[src/dmrc_pkg.sv]
// constants, field layout and carrier types for loop mode and reference control
package dmrc_pkg;

  localparam int DATA_W = 8;
  localparam int ADDR_W = 8;
  localparam int FAIL_W = 4;
  localparam int PRIO_W = 3;

  localparam logic [ADDR_W-1:0] ADDR_MODE = 8'h42;
  localparam logic [ADDR_W-1:0] ADDR_MASK = 8'h43;
  localparam logic [ADDR_W-1:0] ADDR_STATUS = 8'h44;

  localparam logic [DATA_W-1:0] RESET_MODE = 8'h03;
  localparam logic [DATA_W-1:0] RESET_MASK = 8'h87;
  localparam logic [DATA_W-1:0] RESET_STATUS = 8'h00;
  localparam logic [DATA_W-1:0] ZERO_BYTE = 8'h00;

  localparam int MODE_LSB = 0;
  localparam int MODE_MSB = 1;
  localparam int FB_EN_BIT = 5;
  localparam int REFSEL_LSB = 6;
  localparam int REFSEL_MSB = 7;
  localparam int HOLD_MASK_LSB = 0;
  localparam int HOLD_MASK_MSB = 3;
  localparam int SW_MASK_LSB = 4;
  localparam int SW_MASK_MSB = 7;
  localparam int STAT_HOLD_BIT = 0;
  localparam int STAT_LOCK_BIT = 1;

  localparam logic [1:0] MODE_FREERUN = 2'h0;
  localparam logic [1:0] MODE_FORCED_HOLD = 2'h1;
  localparam logic [1:0] MODE_FORCED_REF = 2'h2;
  localparam logic [1:0] MODE_AUTO = 2'h3;

  localparam logic [1:0] REFSEL_ZERO = 2'h0;
  localparam logic [1:0] REFSEL_ONE = 2'h1;
  localparam logic [PRIO_W-1:0] PRIO_DISABLED = 3'h7;

  typedef struct packed {
    logic guard_timer;
    logic coarse_freq;
    logic single_cycle;
    logic signal_loss_detect;
  } dmrc_fail_t;

  typedef struct packed {
    logic wr;
    logic rd;
    logic [ADDR_W-1:0] addr;
    logic [DATA_W-1:0] wdata;
  } dmrc_reg_req_t;

  typedef enum logic [1:0] {
    LOOP_FREERUN,
    LOOP_LOCKED,
    LOOP_HOLDOVER
  } dmrc_loop_state_t;

endpackage : dmrc_pkg

[src/dmrc_ref_picker.sv]
// automatic reference choice from availability and priority
`timescale 1ns/10ps
module dmrc_ref_picker #(
  parameter int PRIO_W = dmrc_pkg::PRIO_W
) (
  input wire logic [1:0] avail,
  input wire logic [PRIO_W-1:0] prio_zero,
  input wire logic [PRIO_W-1:0] prio_one,
  input wire logic cur_ref,
  output logic next_ref,
  output logic any_avail
);
  logic use_zero;
  logic use_one;

  always_comb begin
    // a disabled priority removes the reference from the choice
    use_zero = avail[0] && (prio_zero != dmrc_pkg::PRIO_DISABLED);
    use_one = avail[1] && (prio_one != dmrc_pkg::PRIO_DISABLED);
    any_avail = use_zero || use_one;
    next_ref = cur_ref;
    if (use_zero && use_one) begin
      if (prio_zero < prio_one) begin
        next_ref = 1'b0;
      end else if (prio_one < prio_zero) begin
        next_ref = 1'b1;
      end
    end else if (use_zero) begin
      next_ref = 1'b0;
    end else if (use_one) begin
      next_ref = 1'b1;
    end
  end

endmodule : dmrc_ref_picker

[src/dmrc_mode_ctrl.sv]
// loop mode, reference selection, failure masks and sticky loop status
//
// Operation
// - mode field: 00 free-run, 01 forced holdover, 10 forced lock, 11 automatic.
// - mode field sits in bits 1:0; register resets to automatic mode.
// - automatic mode picks by availability and priority; holdover only when none available.
// - forced lock uses only the programmed reference; on its failure go holdover.
// - forced holdover ignores references and keeps the last selected reference.
// - free-run derives outputs only from the local oscillator input.
// - bit 5 set applies external feedback phase compensation; clear ignores it.
// - one shared feedback input, used whenever enabled, whatever loop produces it.
// - in automatic mode bits 7:6 read as the selected reference, read-only.
// - in forced mode bits 7:6 choose the forced reference, 00 zero, 01 one.
// - free-run and forced holdover ignore the reference selection field.
// - a zero holdover mask bit blocks holdover for that failure type.
// - a zero switch mask bit blocks reference switching for that failure type.
// - status bit 0 shows holdover and cannot be masked.
// - status bit 1 shows lock to a reference and cannot be masked.
// - differing priorities revert to the lowest number; equal priorities do not.
`timescale 1ns/10ps
module dmrc_mode_ctrl #(
  parameter int FB_W = 16,
  parameter int PRIO_W = dmrc_pkg::PRIO_W
) (
  input wire logic clock,
  input wire logic srst,
  input wire dmrc_pkg::dmrc_reg_req_t reg_req,
  output logic [dmrc_pkg::DATA_W-1:0] reg_rdata,
  input wire dmrc_pkg::dmrc_fail_t [1:0] ref_fail,
  input wire logic [PRIO_W-1:0] prio_zero,
  input wire logic [PRIO_W-1:0] prio_one,
  input wire logic [FB_W-1:0] fb_phase,
  output logic [FB_W-1:0] fb_phase_comp,
  output logic loop_feedback_compensation_en,
  output dmrc_pkg::dmrc_loop_state_t loop_state,
  output logic selected_ref,
  output logic oscillator_input_only
);

  // any failure type whose mask bit is one counts
  function automatic logic masked_fail(input dmrc_pkg::dmrc_fail_t f,
                                       input logic [dmrc_pkg::FAIL_W-1:0] m);
    masked_fail = |(f & m);
  endfunction : masked_fail

  logic [dmrc_pkg::DATA_W-1:0] mode_reg;
  logic [dmrc_pkg::DATA_W-1:0] mode_next;
  logic [dmrc_pkg::DATA_W-1:0] mask_reg;
  logic [dmrc_pkg::DATA_W-1:0] mask_next;
  logic [dmrc_pkg::DATA_W-1:0] status_reg;
  logic [dmrc_pkg::DATA_W-1:0] status_next;
  logic [dmrc_pkg::DATA_W-1:0] rdata_reg;
  logic [dmrc_pkg::DATA_W-1:0] rdata_next;
  dmrc_pkg::dmrc_loop_state_t state_reg;
  dmrc_pkg::dmrc_loop_state_t state_next;
  logic sel_reg;
  logic sel_next;
  logic osc_reg;
  logic osc_next;
  logic [FB_W-1:0] fb_reg;
  logic [FB_W-1:0] fb_next;

  logic [1:0] mode;
  logic forced_ref;
  logic [dmrc_pkg::FAIL_W-1:0] hold_mask;
  logic [dmrc_pkg::FAIL_W-1:0] sw_mask;
  logic [1:0] avail;
  logic [1:0] hold_fail;
  logic pick_ref;
  logic pick_any;
  logic wr_mode;
  logic wr_mask;
  logic rd_status;

  assign mode = mode_reg[dmrc_pkg::MODE_MSB:dmrc_pkg::MODE_LSB];
  // only bit 6 steers the forced choice; code 10 acts as reference zero, 11 as one
  assign forced_ref = mode_reg[dmrc_pkg::REFSEL_LSB];
  assign hold_mask = mask_reg[dmrc_pkg::HOLD_MASK_MSB:dmrc_pkg::HOLD_MASK_LSB];
  assign sw_mask = mask_reg[dmrc_pkg::SW_MASK_MSB:dmrc_pkg::SW_MASK_LSB];
  assign wr_mode = reg_req.wr && (reg_req.addr == dmrc_pkg::ADDR_MODE);
  assign wr_mask = reg_req.wr && (reg_req.addr == dmrc_pkg::ADDR_MASK);
  assign rd_status = reg_req.rd && (reg_req.addr == dmrc_pkg::ADDR_STATUS);

  genvar gi;
  generate
    for (gi = 0; gi < 2; gi++) begin : g_ref
      assign avail[gi] = !masked_fail(ref_fail[gi], sw_mask);
      assign hold_fail[gi] = masked_fail(ref_fail[gi], hold_mask);
    end
  endgenerate

  dmrc_ref_picker #(
    .PRIO_W(PRIO_W)
  ) u_picker (
    .avail(avail),
    .prio_zero(prio_zero),
    .prio_one(prio_one),
    .cur_ref(sel_reg),
    .next_ref(pick_ref),
    .any_avail(pick_any)
  );

  // register writes
  always_comb begin
    mode_next = mode_reg;
    mask_next = mask_reg;
    if (wr_mode) begin
      mode_next = ZERO_MODE(reg_req.wdata, mode_reg);
    end
    if (wr_mask) begin
      mask_next = reg_req.wdata;
    end
  end

  // reserved bits stay zero; the select field is read-only while automatic
  function automatic logic [dmrc_pkg::DATA_W-1:0] ZERO_MODE(
      input logic [dmrc_pkg::DATA_W-1:0] wd, input logic [dmrc_pkg::DATA_W-1:0] old);
    ZERO_MODE = dmrc_pkg::ZERO_BYTE;
    ZERO_MODE[dmrc_pkg::MODE_MSB:dmrc_pkg::MODE_LSB] = wd[dmrc_pkg::MODE_MSB:dmrc_pkg::MODE_LSB];
    ZERO_MODE[dmrc_pkg::FB_EN_BIT] = wd[dmrc_pkg::FB_EN_BIT];
    if (wd[dmrc_pkg::MODE_MSB:dmrc_pkg::MODE_LSB] == dmrc_pkg::MODE_AUTO) begin
      ZERO_MODE[dmrc_pkg::REFSEL_MSB:dmrc_pkg::REFSEL_LSB] =
        old[dmrc_pkg::REFSEL_MSB:dmrc_pkg::REFSEL_LSB];
    end else begin
      ZERO_MODE[dmrc_pkg::REFSEL_MSB:dmrc_pkg::REFSEL_LSB] =
        wd[dmrc_pkg::REFSEL_MSB:dmrc_pkg::REFSEL_LSB];
    end
  endfunction : ZERO_MODE

  always_ff @(posedge clock) begin
    if (srst) begin
      mode_reg <= dmrc_pkg::RESET_MODE;
      mask_reg <= dmrc_pkg::RESET_MASK;
    end else begin
      mode_reg <= mode_next;
      mask_reg <= mask_next;
    end
  end

  // loop state and reference selection
  always_comb begin
    state_next = state_reg;
    sel_next = sel_reg;
    osc_next = 1'b0;
    case (mode)
      dmrc_pkg::MODE_FREERUN: begin
        state_next = dmrc_pkg::LOOP_FREERUN;
        osc_next = 1'b1;
      end
      dmrc_pkg::MODE_FORCED_HOLD: begin
        state_next = dmrc_pkg::LOOP_HOLDOVER;
      end
      dmrc_pkg::MODE_FORCED_REF: begin
        sel_next = forced_ref;
        // a masked failure leaves the loop on the forced reference
        state_next = hold_fail[forced_ref] ? dmrc_pkg::LOOP_HOLDOVER
                                           : dmrc_pkg::LOOP_LOCKED;
      end
      dmrc_pkg::MODE_AUTO: begin
        if (pick_any) begin
          sel_next = pick_ref;
          state_next = dmrc_pkg::LOOP_LOCKED;
        end else if (hold_fail[sel_reg]) begin
          state_next = dmrc_pkg::LOOP_HOLDOVER;
        end else begin
          // nothing can be switched to and holdover is masked: stay on it
          state_next = dmrc_pkg::LOOP_LOCKED;
        end
      end
      default: begin
        state_next = dmrc_pkg::LOOP_FREERUN;
      end
    endcase
    // one shared feedback input, gated only by the enable bit
    fb_next = mode_reg[dmrc_pkg::FB_EN_BIT] ? fb_phase : '0;
  end

  always_ff @(posedge clock) begin
    if (srst) begin
      state_reg <= dmrc_pkg::LOOP_FREERUN;
      sel_reg <= 1'b0;
      osc_reg <= 1'b0;
      fb_reg <= '0;
    end else begin
      state_reg <= state_next;
      sel_reg <= sel_next;
      osc_reg <= osc_next;
      fb_reg <= fb_next;
    end
  end

  // sticky status and read data; a set in the reading cycle wins over the clear
  always_comb begin
    status_next = status_reg;
    if (rd_status) begin
      status_next = dmrc_pkg::ZERO_BYTE;
    end
    if (state_reg == dmrc_pkg::LOOP_HOLDOVER) begin
      status_next[dmrc_pkg::STAT_HOLD_BIT] = 1'b1;
    end
    if (state_reg == dmrc_pkg::LOOP_LOCKED) begin
      status_next[dmrc_pkg::STAT_LOCK_BIT] = 1'b1;
    end
    rdata_next = dmrc_pkg::ZERO_BYTE;
    if (reg_req.rd) begin
      case (reg_req.addr)
        dmrc_pkg::ADDR_MODE: begin
          rdata_next = mode_reg;
          if (mode == dmrc_pkg::MODE_AUTO) begin
            rdata_next[dmrc_pkg::REFSEL_MSB:dmrc_pkg::REFSEL_LSB] =
              sel_reg ? dmrc_pkg::REFSEL_ONE : dmrc_pkg::REFSEL_ZERO;
          end
        end
        dmrc_pkg::ADDR_MASK: rdata_next = mask_reg;
        dmrc_pkg::ADDR_STATUS: rdata_next = status_reg;
        default: rdata_next = dmrc_pkg::ZERO_BYTE;
      endcase
    end
  end

  always_ff @(posedge clock) begin
    if (srst) begin
      status_reg <= dmrc_pkg::RESET_STATUS;
      rdata_reg <= dmrc_pkg::ZERO_BYTE;
    end else begin
      status_reg <= status_next;
      rdata_reg <= rdata_next;
    end
  end

  assign reg_rdata = rdata_reg;
  assign fb_phase_comp = fb_reg;
  assign loop_feedback_compensation_en = mode_reg[dmrc_pkg::FB_EN_BIT];
  assign loop_state = state_reg;
  assign selected_ref = sel_reg;
  assign oscillator_input_only = osc_reg;

  chk_freerun_state: assert property (@(posedge clock) disable iff (srst)
    (mode == dmrc_pkg::MODE_FREERUN) |=> (loop_state == dmrc_pkg::LOOP_FREERUN)
      && oscillator_input_only)
    else $error("free-run mode did not reach free-run state");

  chk_forced_hold: assert property (@(posedge clock) disable iff (srst)
    (mode == dmrc_pkg::MODE_FORCED_HOLD) |=> (loop_state == dmrc_pkg::LOOP_HOLDOVER)
      && (selected_ref == $past(selected_ref)))
    else $error("forced holdover changed reference or left holdover");

  chk_forced_ref: assert property (@(posedge clock) disable iff (srst)
    (mode == dmrc_pkg::MODE_FORCED_REF) |=> (selected_ref == $past(forced_ref))
      && (loop_state != dmrc_pkg::LOOP_FREERUN))
    else $error("forced lock did not use the programmed reference");

  chk_auto_lock: assert property (@(posedge clock) disable iff (srst)
    (mode == dmrc_pkg::MODE_AUTO) && pick_any |=> (loop_state == dmrc_pkg::LOOP_LOCKED))
    else $error("automatic mode entered holdover with a reference available");

  chk_revert_prio: assert property (@(posedge clock) disable iff (srst)
    (mode == dmrc_pkg::MODE_AUTO) && (avail == 2'h3) && (prio_zero < prio_one)
      |=> !selected_ref)
    else $error("automatic mode did not revert to the better reference");

  chk_reserved_zero: assert property (@(posedge clock) disable iff (srst)
    mode_reg[dmrc_pkg::FB_EN_BIT-1:dmrc_pkg::MODE_MSB+1] == '0)
    else $error("reserved mode bits became nonzero");

  chk_fb_gate: assert property (@(posedge clock) disable iff (srst)
    !mode_reg[dmrc_pkg::FB_EN_BIT] |=> (fb_phase_comp == '0))
    else $error("feedback phase passed while disabled");

  chk_auto_status: assert property (@(posedge clock) disable iff (srst)
    reg_req.rd && (reg_req.addr == dmrc_pkg::ADDR_MODE) && (mode == dmrc_pkg::MODE_AUTO)
      |=> (reg_rdata[dmrc_pkg::REFSEL_MSB:dmrc_pkg::REFSEL_LSB] == {1'b0, $past(sel_reg)}))
    else $error("selected reference not shown in automatic mode");

  chk_sticky_hold: assert property (@(posedge clock) disable iff (srst)
    (loop_state == dmrc_pkg::LOOP_HOLDOVER) |=> status_reg[dmrc_pkg::STAT_HOLD_BIT])
    else $error("holdover status bit not set");

  chk_sticky_keep: assert property (@(posedge clock) disable iff (srst)
    status_reg[dmrc_pkg::STAT_LOCK_BIT] && !rd_status |=> status_reg[dmrc_pkg::STAT_LOCK_BIT])
    else $error("lock status bit cleared without a read");

  chk_fb_pass: assert property (@(posedge clock) disable iff (srst)
    mode_reg[dmrc_pkg::FB_EN_BIT] |=> (fb_phase_comp == $past(fb_phase)))
    else $error("enabled feedback phase not passed on");

  chk_sticky_lock: assert property (@(posedge clock) disable iff (srst)
    (loop_state == dmrc_pkg::LOOP_LOCKED) |=> status_reg[dmrc_pkg::STAT_LOCK_BIT])
    else $error("lock status bit not set");

  chk_refsel_ignored: assert property (@(posedge clock) disable iff (srst)
    (mode == dmrc_pkg::MODE_FREERUN) || (mode == dmrc_pkg::MODE_FORCED_HOLD)
      |=> (selected_ref == $past(selected_ref)))
    else $error("selection field acted outside forced and automatic modes");

  chk_hold_masked: assert property (@(posedge clock) disable iff (srst)
    (mode == dmrc_pkg::MODE_FORCED_REF) && !hold_fail[forced_ref]
      |=> (loop_state == dmrc_pkg::LOOP_LOCKED))
    else $error("masked failure sent the forced loop to holdover");

endmodule : dmrc_mode_ctrl

[config.mk]
export PLATFORM = sky130hd
export DESIGN_NAME = dmrc_mode_ctrl
export DESIGN_NICKNAME = d
export VERILOG_FILES = /design/src/dmrc_pkg.sv /design/src/dmrc_ref_picker.sv /design/src/dmrc_mode_ctrl.sv
export SDC_FILE = /design/constraint.sdc
export NUM_CORES = 1
export LEC_CHECK = 0
export ABC_AREA = 1
export BUFFER_PORTS_ARGS = -buffer_cell sky130_fd_sc_hd__buf_2
export CORE_ASPECT_RATIO = 1.75
export CORE_MARGIN = 1
export CORE_UTILIZATION = 53
export CTS_BUF_LIST = sky130_fd_sc_hd__clkbuf_8
export DETAILED_ROUTE_END_ITERATION = 10
export GPL_ROUTABILITY_DRIVEN = 0
export PLACE_DENSITY = 0.95
export SYNTH_ARGS = -nofsm -noshare
export SYNTH_HDL_FRONTEND = slang
export SYNTH_SLANG_ARGS = --single-unit
[constraint.sdc]
create_clock -name clock -period 2.3 [get_ports clock]
set_input_delay 0.69 -clock clock [delete_from_list [all_inputs] [get_ports clock]]
set_output_delay 0.69 -clock clock [all_outputs]
set_load 0.05 [all_outputs]
==> flow_metrics.tcl, run 1 <==
set metrics [dict create \
    outcome "completed" \
    setup_tns_ps 0 \
    skew_ps 8.12 \
    cp_slowest_cell "dfxtp_1" \
    syn_nets 316 \
    grt_pass1_vias 1855 \
    crit_required_ps 1610 \
    hold_class "reg -> reg" \
    grt_usage_pct 25.1 \
    drc 0 \
    fin_nets 399 \
    die_w_um 46.9 \
    final_cells 392 \
    critical_path_depth 1 \
    setup_violations 0 \
    syn_area_um2 1870 \
    drive_above_1_share_pct 30.3 \
    coreArea_um2 3360 \
    cp_max_fo 4 \
    holdPathStages 2 \
    grt_use_met2_pct 48.9 \
    area_growth_pct 31.0 \
    slew_headroom_pct 66.5 \
    io_pins 79 \
    portBuffers 78 \
    fill_cells 284 \
    place.detailed.hpwl_um 3500 \
    dp.cells 384 \
    critPathLaunchType "register" \
    grt_pass1_wl_um 6870 \
    start_util_pct 55.5 \
    antenna_cells 0 \
    hold_viol 0 \
    num_rows 28 \
    grt_max_degree 17 \
    antenna_left 0 \
    routedWlPerCell_um 11.0 \
    path_buf_inv 1 \
    drv_slew 0 \
    clock_sinks 43 \
    power_density_nw_per_um2 662 \
    busiest_layer "met2" \
    critical_path.max_stage_delay_ps 400 \
    syn_inst 263 \
    rsz0062_at_grt "no" \
    clk_pin_slew_ps 90 \
    seq_area_frac_synth_pct 46.1 \
    cts_made_buffers 5 \
    cts_max_level 2 \
    synth_cell_types 27 \
    grt_antenna_before_repair 0 \
    period_share_pct 72.9 \
    gr-total-overflow 0 \
    vias 1926 \
    dr.pass1.iters 4 \
    yosysWarnings 0 \
    totalWireLength_um 4330 \
    avgSynthCellArea_um2 7.10 \
    max_clock_freq_mhz 596 \
    grtUsageMet3_pct 7.42 \
    cts_tree "yes" \
    cts_hold_buf 0 \
    drt-initial-drc-count 58 \
    largest_reg_flops 16 \
    cp-end-kind "output pin" \
    worstPathCellList "buf_2" \
    leakage_nw 1.39 \
    clk_latency_ps 300 \
    maxCapViolCount 0 \
    r2r_cells 9 \
    synth_seq_cells 43 \
    ir_drop_mv 0.685 \
    cts_resized 0 \
    arrival_ps 990 \
    use_met1_pct 21.1 \
    cp_top_family "flip-flops" \
    cts_setup_buffers 0 \
    routed_via_density 4.91 \
    cts_root_buf "clkbuf_8" \
    worst-setup-path-type "reg -> out" \
    clockBufferDepth 2 \
    die-area_um2 3780 \
    dieHeight_um 80.5 \
    worst_pin_slew_ps 502 \
    finalCriticalPeriod_ps 1680 \
]
-- layout make-up --
class / count / area (µm²) / area share, %
repair buffers: 78 / 390 / 16.0
clock inverters: 3 / 71.3 / 2.91
flip-flops and latches: 43 / 861 / 35.2
clock buffers: 5 / 68.8 / 2.81
inverters: 49 / 184 / 7.52
well taps: 45 / 56.3 / 2.30
multi-input cells: 169 / 816 / 33.3
-- where the power goes --
part / leakage (nW) / switching, mW / internal (mW)
logic: 0.969 / 0.0939 / 0.0607
clock network: 0.0703 / 0.268 / 0.441
registers: 0.348 / 0.00477 / 0.752
-- metrics by stage --
step           hold slack, ps  cell area, µm²  utilization (%)  setup slack [ps]  total power, mW
6_report                  493            2450             72.8               622             1.62
4_1_cts                   492            2450             72.8               625             1.63
3_3_place_gp              452            2310             68.6               500            0.921
3_5_place_dp              454            2310             68.6               432            0.926
2_1_floorplan             441            1870                -               679            0.855
5_1_grt                   510            2450             72.8               594             1.67
-- placed cells by master (no fill, tap or decap), drive strengths merged --
cell type / instances
a21oi: 18
a31oi: 1
buf: 78
bufinv: 2
clkbuf: 5
dfxtp: 43
ha: 3
inv: 50
nand2: 74
nand3: 9
nand4: 1
nor2: 39
nor3: 7
nor4: 1
o211ai: 3
o21ai: 10
o31ai: 1
or2: 2
-- cells in the mapped netlist --
master     n  share of area [%]
a21oi_1   14                3.8
a21oi_2    3                1.4
a21oi_4    1               0.87
a31oi_1    1               0.34
clkbuf_1   2               0.40
dfxtp_1   43                 46
ha_1       3                2.0
inv_1     43                8.6
inv_2      6                1.2
nand2_1   72                 14
nand2_2    1               0.34
nand2_4    1               0.60
nand3_1    8                2.1
nand3_2    1               0.54
nand4_1    1               0.34
nor2_1    38                7.6
nor2_4     1               0.60
nor3_1     4                1.1
nor3_2     2                1.1
nor3_4     1               0.87
nor4_2     1               0.67
o211ai_1   3                1.2
o21ai_0    7                1.9
o21ai_1    3               0.80
o31ai_1    1               0.40
or2_1      1               0.34
or2_2      1               0.34
-- routing by layer --
metal  share of wire, %  wire length, µm
met5                  0                0
met3                7.3              316
met4                1.4               61
met1                 35             1520
met2                 56             2430
-- cell families after synthesis --
group	share of synthesized area, %
compound gates	10.7
fa+ha+maj	2.01
buf+inv	10.2
simple gates	31.0
flops	46.1
-- path summary, 6_finish.rpt --
check	startpoint	to	slack (ps)
hold reg to reg	mask_reg[3]	reg_rdata[3]	490
hold / removal	mask_reg[3]	reg_rdata[3]	490
setup / recovery	mode_reg[5]	loop_feedback_compensation_en	620
setup reg to reg	mode_reg[0]	selected_ref	1030
Power figures use the tool's default switching activity.
==> run 2, diff against run 1 <==
Settings changed: CORE_UTILIZATION 53 to 44, PLACE_DENSITY 0.95 to 0.87.
Clock period 2.3 ns to 1.5 ns, I/O delays scaled along.
==> run 2 against run 1 <==
Clock-buffer cell count is 1 higher. Via count rose by 1.0%. Combinational power up 57%. Cell count up 3.6%. Cell area rose by 1.4%. Critical endpoint unchanged. Sequential power increased by 53%. Highest routed layer unchanged. Largest cell class unchanged. First-iteration DRC count is 66% lower. Clock power grew 3.4%. Global-route usage is 2.7 points lower. Flip-flop and latch count stayed put. Worst setup slack lost 540 ps. Total power up 32%.
==> flow_metrics.tcl, run 2 (same netlist as run 1, synthesis figures left out) <==
set metrics [dict create \
    outcome "completed" \
    cts_made_buffers 5 \
    skew_ps 2.94 \
    hold_class "in -> reg" \
    clk_latency_ps 300 \
    cts_max_level 2 \
    cts_resized 0 \
    drt-initial-drc-count 20 \
    crit_path_start "mode_reg[5]" \
    max_clock_freq_mhz 705 \
    fill_cells 397 \
    layout_commonest_cell "buf_2" \
    die_w_um 51.3 \
    power_density_nw_per_um2 861 \
    area_growth_pct 32.9 \
    clockBufferDepth 2 \
    r2r_cells 9 \
    hp-start "fb_phase[10]" \
    worst-setup-path-type "reg -> out" \
    cp_max_fo 4 \
    largest_reg_flops 16 \
    dr.pass1.iters 4 \
    setup_violations 0 \
    dp.cells 399 \
    fin_ws_ps 82.2 \
    fin_util_pct 60.4 \
    drive_above_1_share_pct 32.2 \
    slew_headroom_pct 78.5 \
    routed_via_density 4.79 \
    dieHeight_um 88.2 \
    cts_root_buf "clkbuf_8" \
    grt_pass1_vias 2009 \
    hold_viol 0 \
    routedWlPerCell_um 11.1 \
    clock_sinks 43 \
    arrival_ps 970 \
    fin_nets 410 \
    period_share_pct 94.5 \
    coreArea_um2 4110 \
    final_cells 406 \
    drv_slew 0 \
    cp-end-kind "output pin" \
    antenna_left 0 \
    io_pins 79 \
    cp_top_family "flip-flops" \
    grt_pass1_wl_um 7520 \
    antenna_cells 0 \
    maxCapViolCount 0 \
    gr-total-overflow 0 \
    vias 1946 \
    critical_path.max_stage_delay_ps 390 \
    rsz0062_at_grt "no" \
    r2r_slack_ps 220 \
    cp_slowest_cell "dfxtp_1" \
    final_cell_mix "78 x buf_2, 72 x nand2_1, 43 x inv_1, 43 x dfxtp_1, 38 x nor2_1" \
    grt_max_degree 17 \
    reg2reg_from "mode_reg[1]" \
    start_util_pct 45.4 \
    ir_drop_mv 0.845 \
    cts_setup_buffers 0 \
    pre_cts_ws_ps -84.3 \
    critPathLaunchType "register" \
    worst_pin_slew_ps 319 \
    multi_input_area_um2 816 \
    grt_antenna_before_repair 0 \
    crit_required_ps 1050 \
    drc 0 \
    critical_path_depth 1 \
    regArea_um2 861 \
    holdPathStages 3 \
    num_rows 31 \
    clk_pin_slew_ps 70 \
    totalWireLength_um 4490 \
    finalCriticalPeriod_ps 1420 \
    cts_tree "yes" \
    cts_hold_buf 0 \
    worstPathCellList "buf_2" \
    die-area_um2 4520 \
    leakage_nw 1.42 \
    place.detailed.hpwl_um 3730 \
    portBuffers 78 \
    path_buf_inv 1 \
    grt_usage_pct 22.5 \
]
## run 2: cell types whose count changed in the layout (fill, tap and decap cells not counted), sizes merged
cell / previous run / this run
inv: 50 / 49
buf: 78 / 89
bufinv: 2 / 0
clkinv: 0 / 1
clkbuf: 5 / 6
## run 2: worst register-to-register path, cell delays in order, from the launching register on
cell	delay, ps
dfxtp_1	420
nand2_1	160
inv_1	110
nand2_1	50
nor2_1	90
nand4_1	110
nand2_1	110
nand2_1	50
nand2_1	50
nor2_1	30
## run 2: layout make-up
class | count | share of cell area [%]
Multi-Input combinational cell | 169 | 32.9
Clock inverter | 1 | 0.202
Sequential cell | 43 | 34.7
Inverter | 49 | 7.41
Tap cell | 49 | 2.47
Clock buffer | 6 | 3.33
Timing Repair Buffer | 89 | 19.1
## run 2: metrics by stage
step,power [mW],setup TNS [ps],hold slack (ps),area [µm²]
2_1_floorplan,1.31,0,441,1870
3_3_place_gp,1.42,-6.27,453,2390
3_5_place_dp,1.43,-189,455,2390
4_1_cts,2.15,0,354,2480
5_1_grt,2.23,0,361,2480
6_report,2.14,0,357,2480
## run 2: where the power goes
| part | internal [mW] | switching [mW] |
|---|---|---|
| sequential | 1.15 | 0.00789 |
| combinational | 0.102 | 0.143 |
| clock | 0.361 | 0.372 |
## run 2: path summary, 6_finish.rpt
| check | to |
|---|---|
| setup / recovery | loop_feedback_compensation_en |
| hold / removal | fb_phase_comp[10] |
| setup reg to reg | selected_ref |
| hold reg to reg | status_reg[0] |
## run 2: routing by layer
layer	track usage, %	part of all wire (%)	vias up	wire length [µm]
met2	46.7	56	67	2510
met5	0	0	-	0
met3	5.90	6.6	11	295
met4	11.3	2.6	0	119
met1	17.9	35	877	1570
li1	-	-	991	-
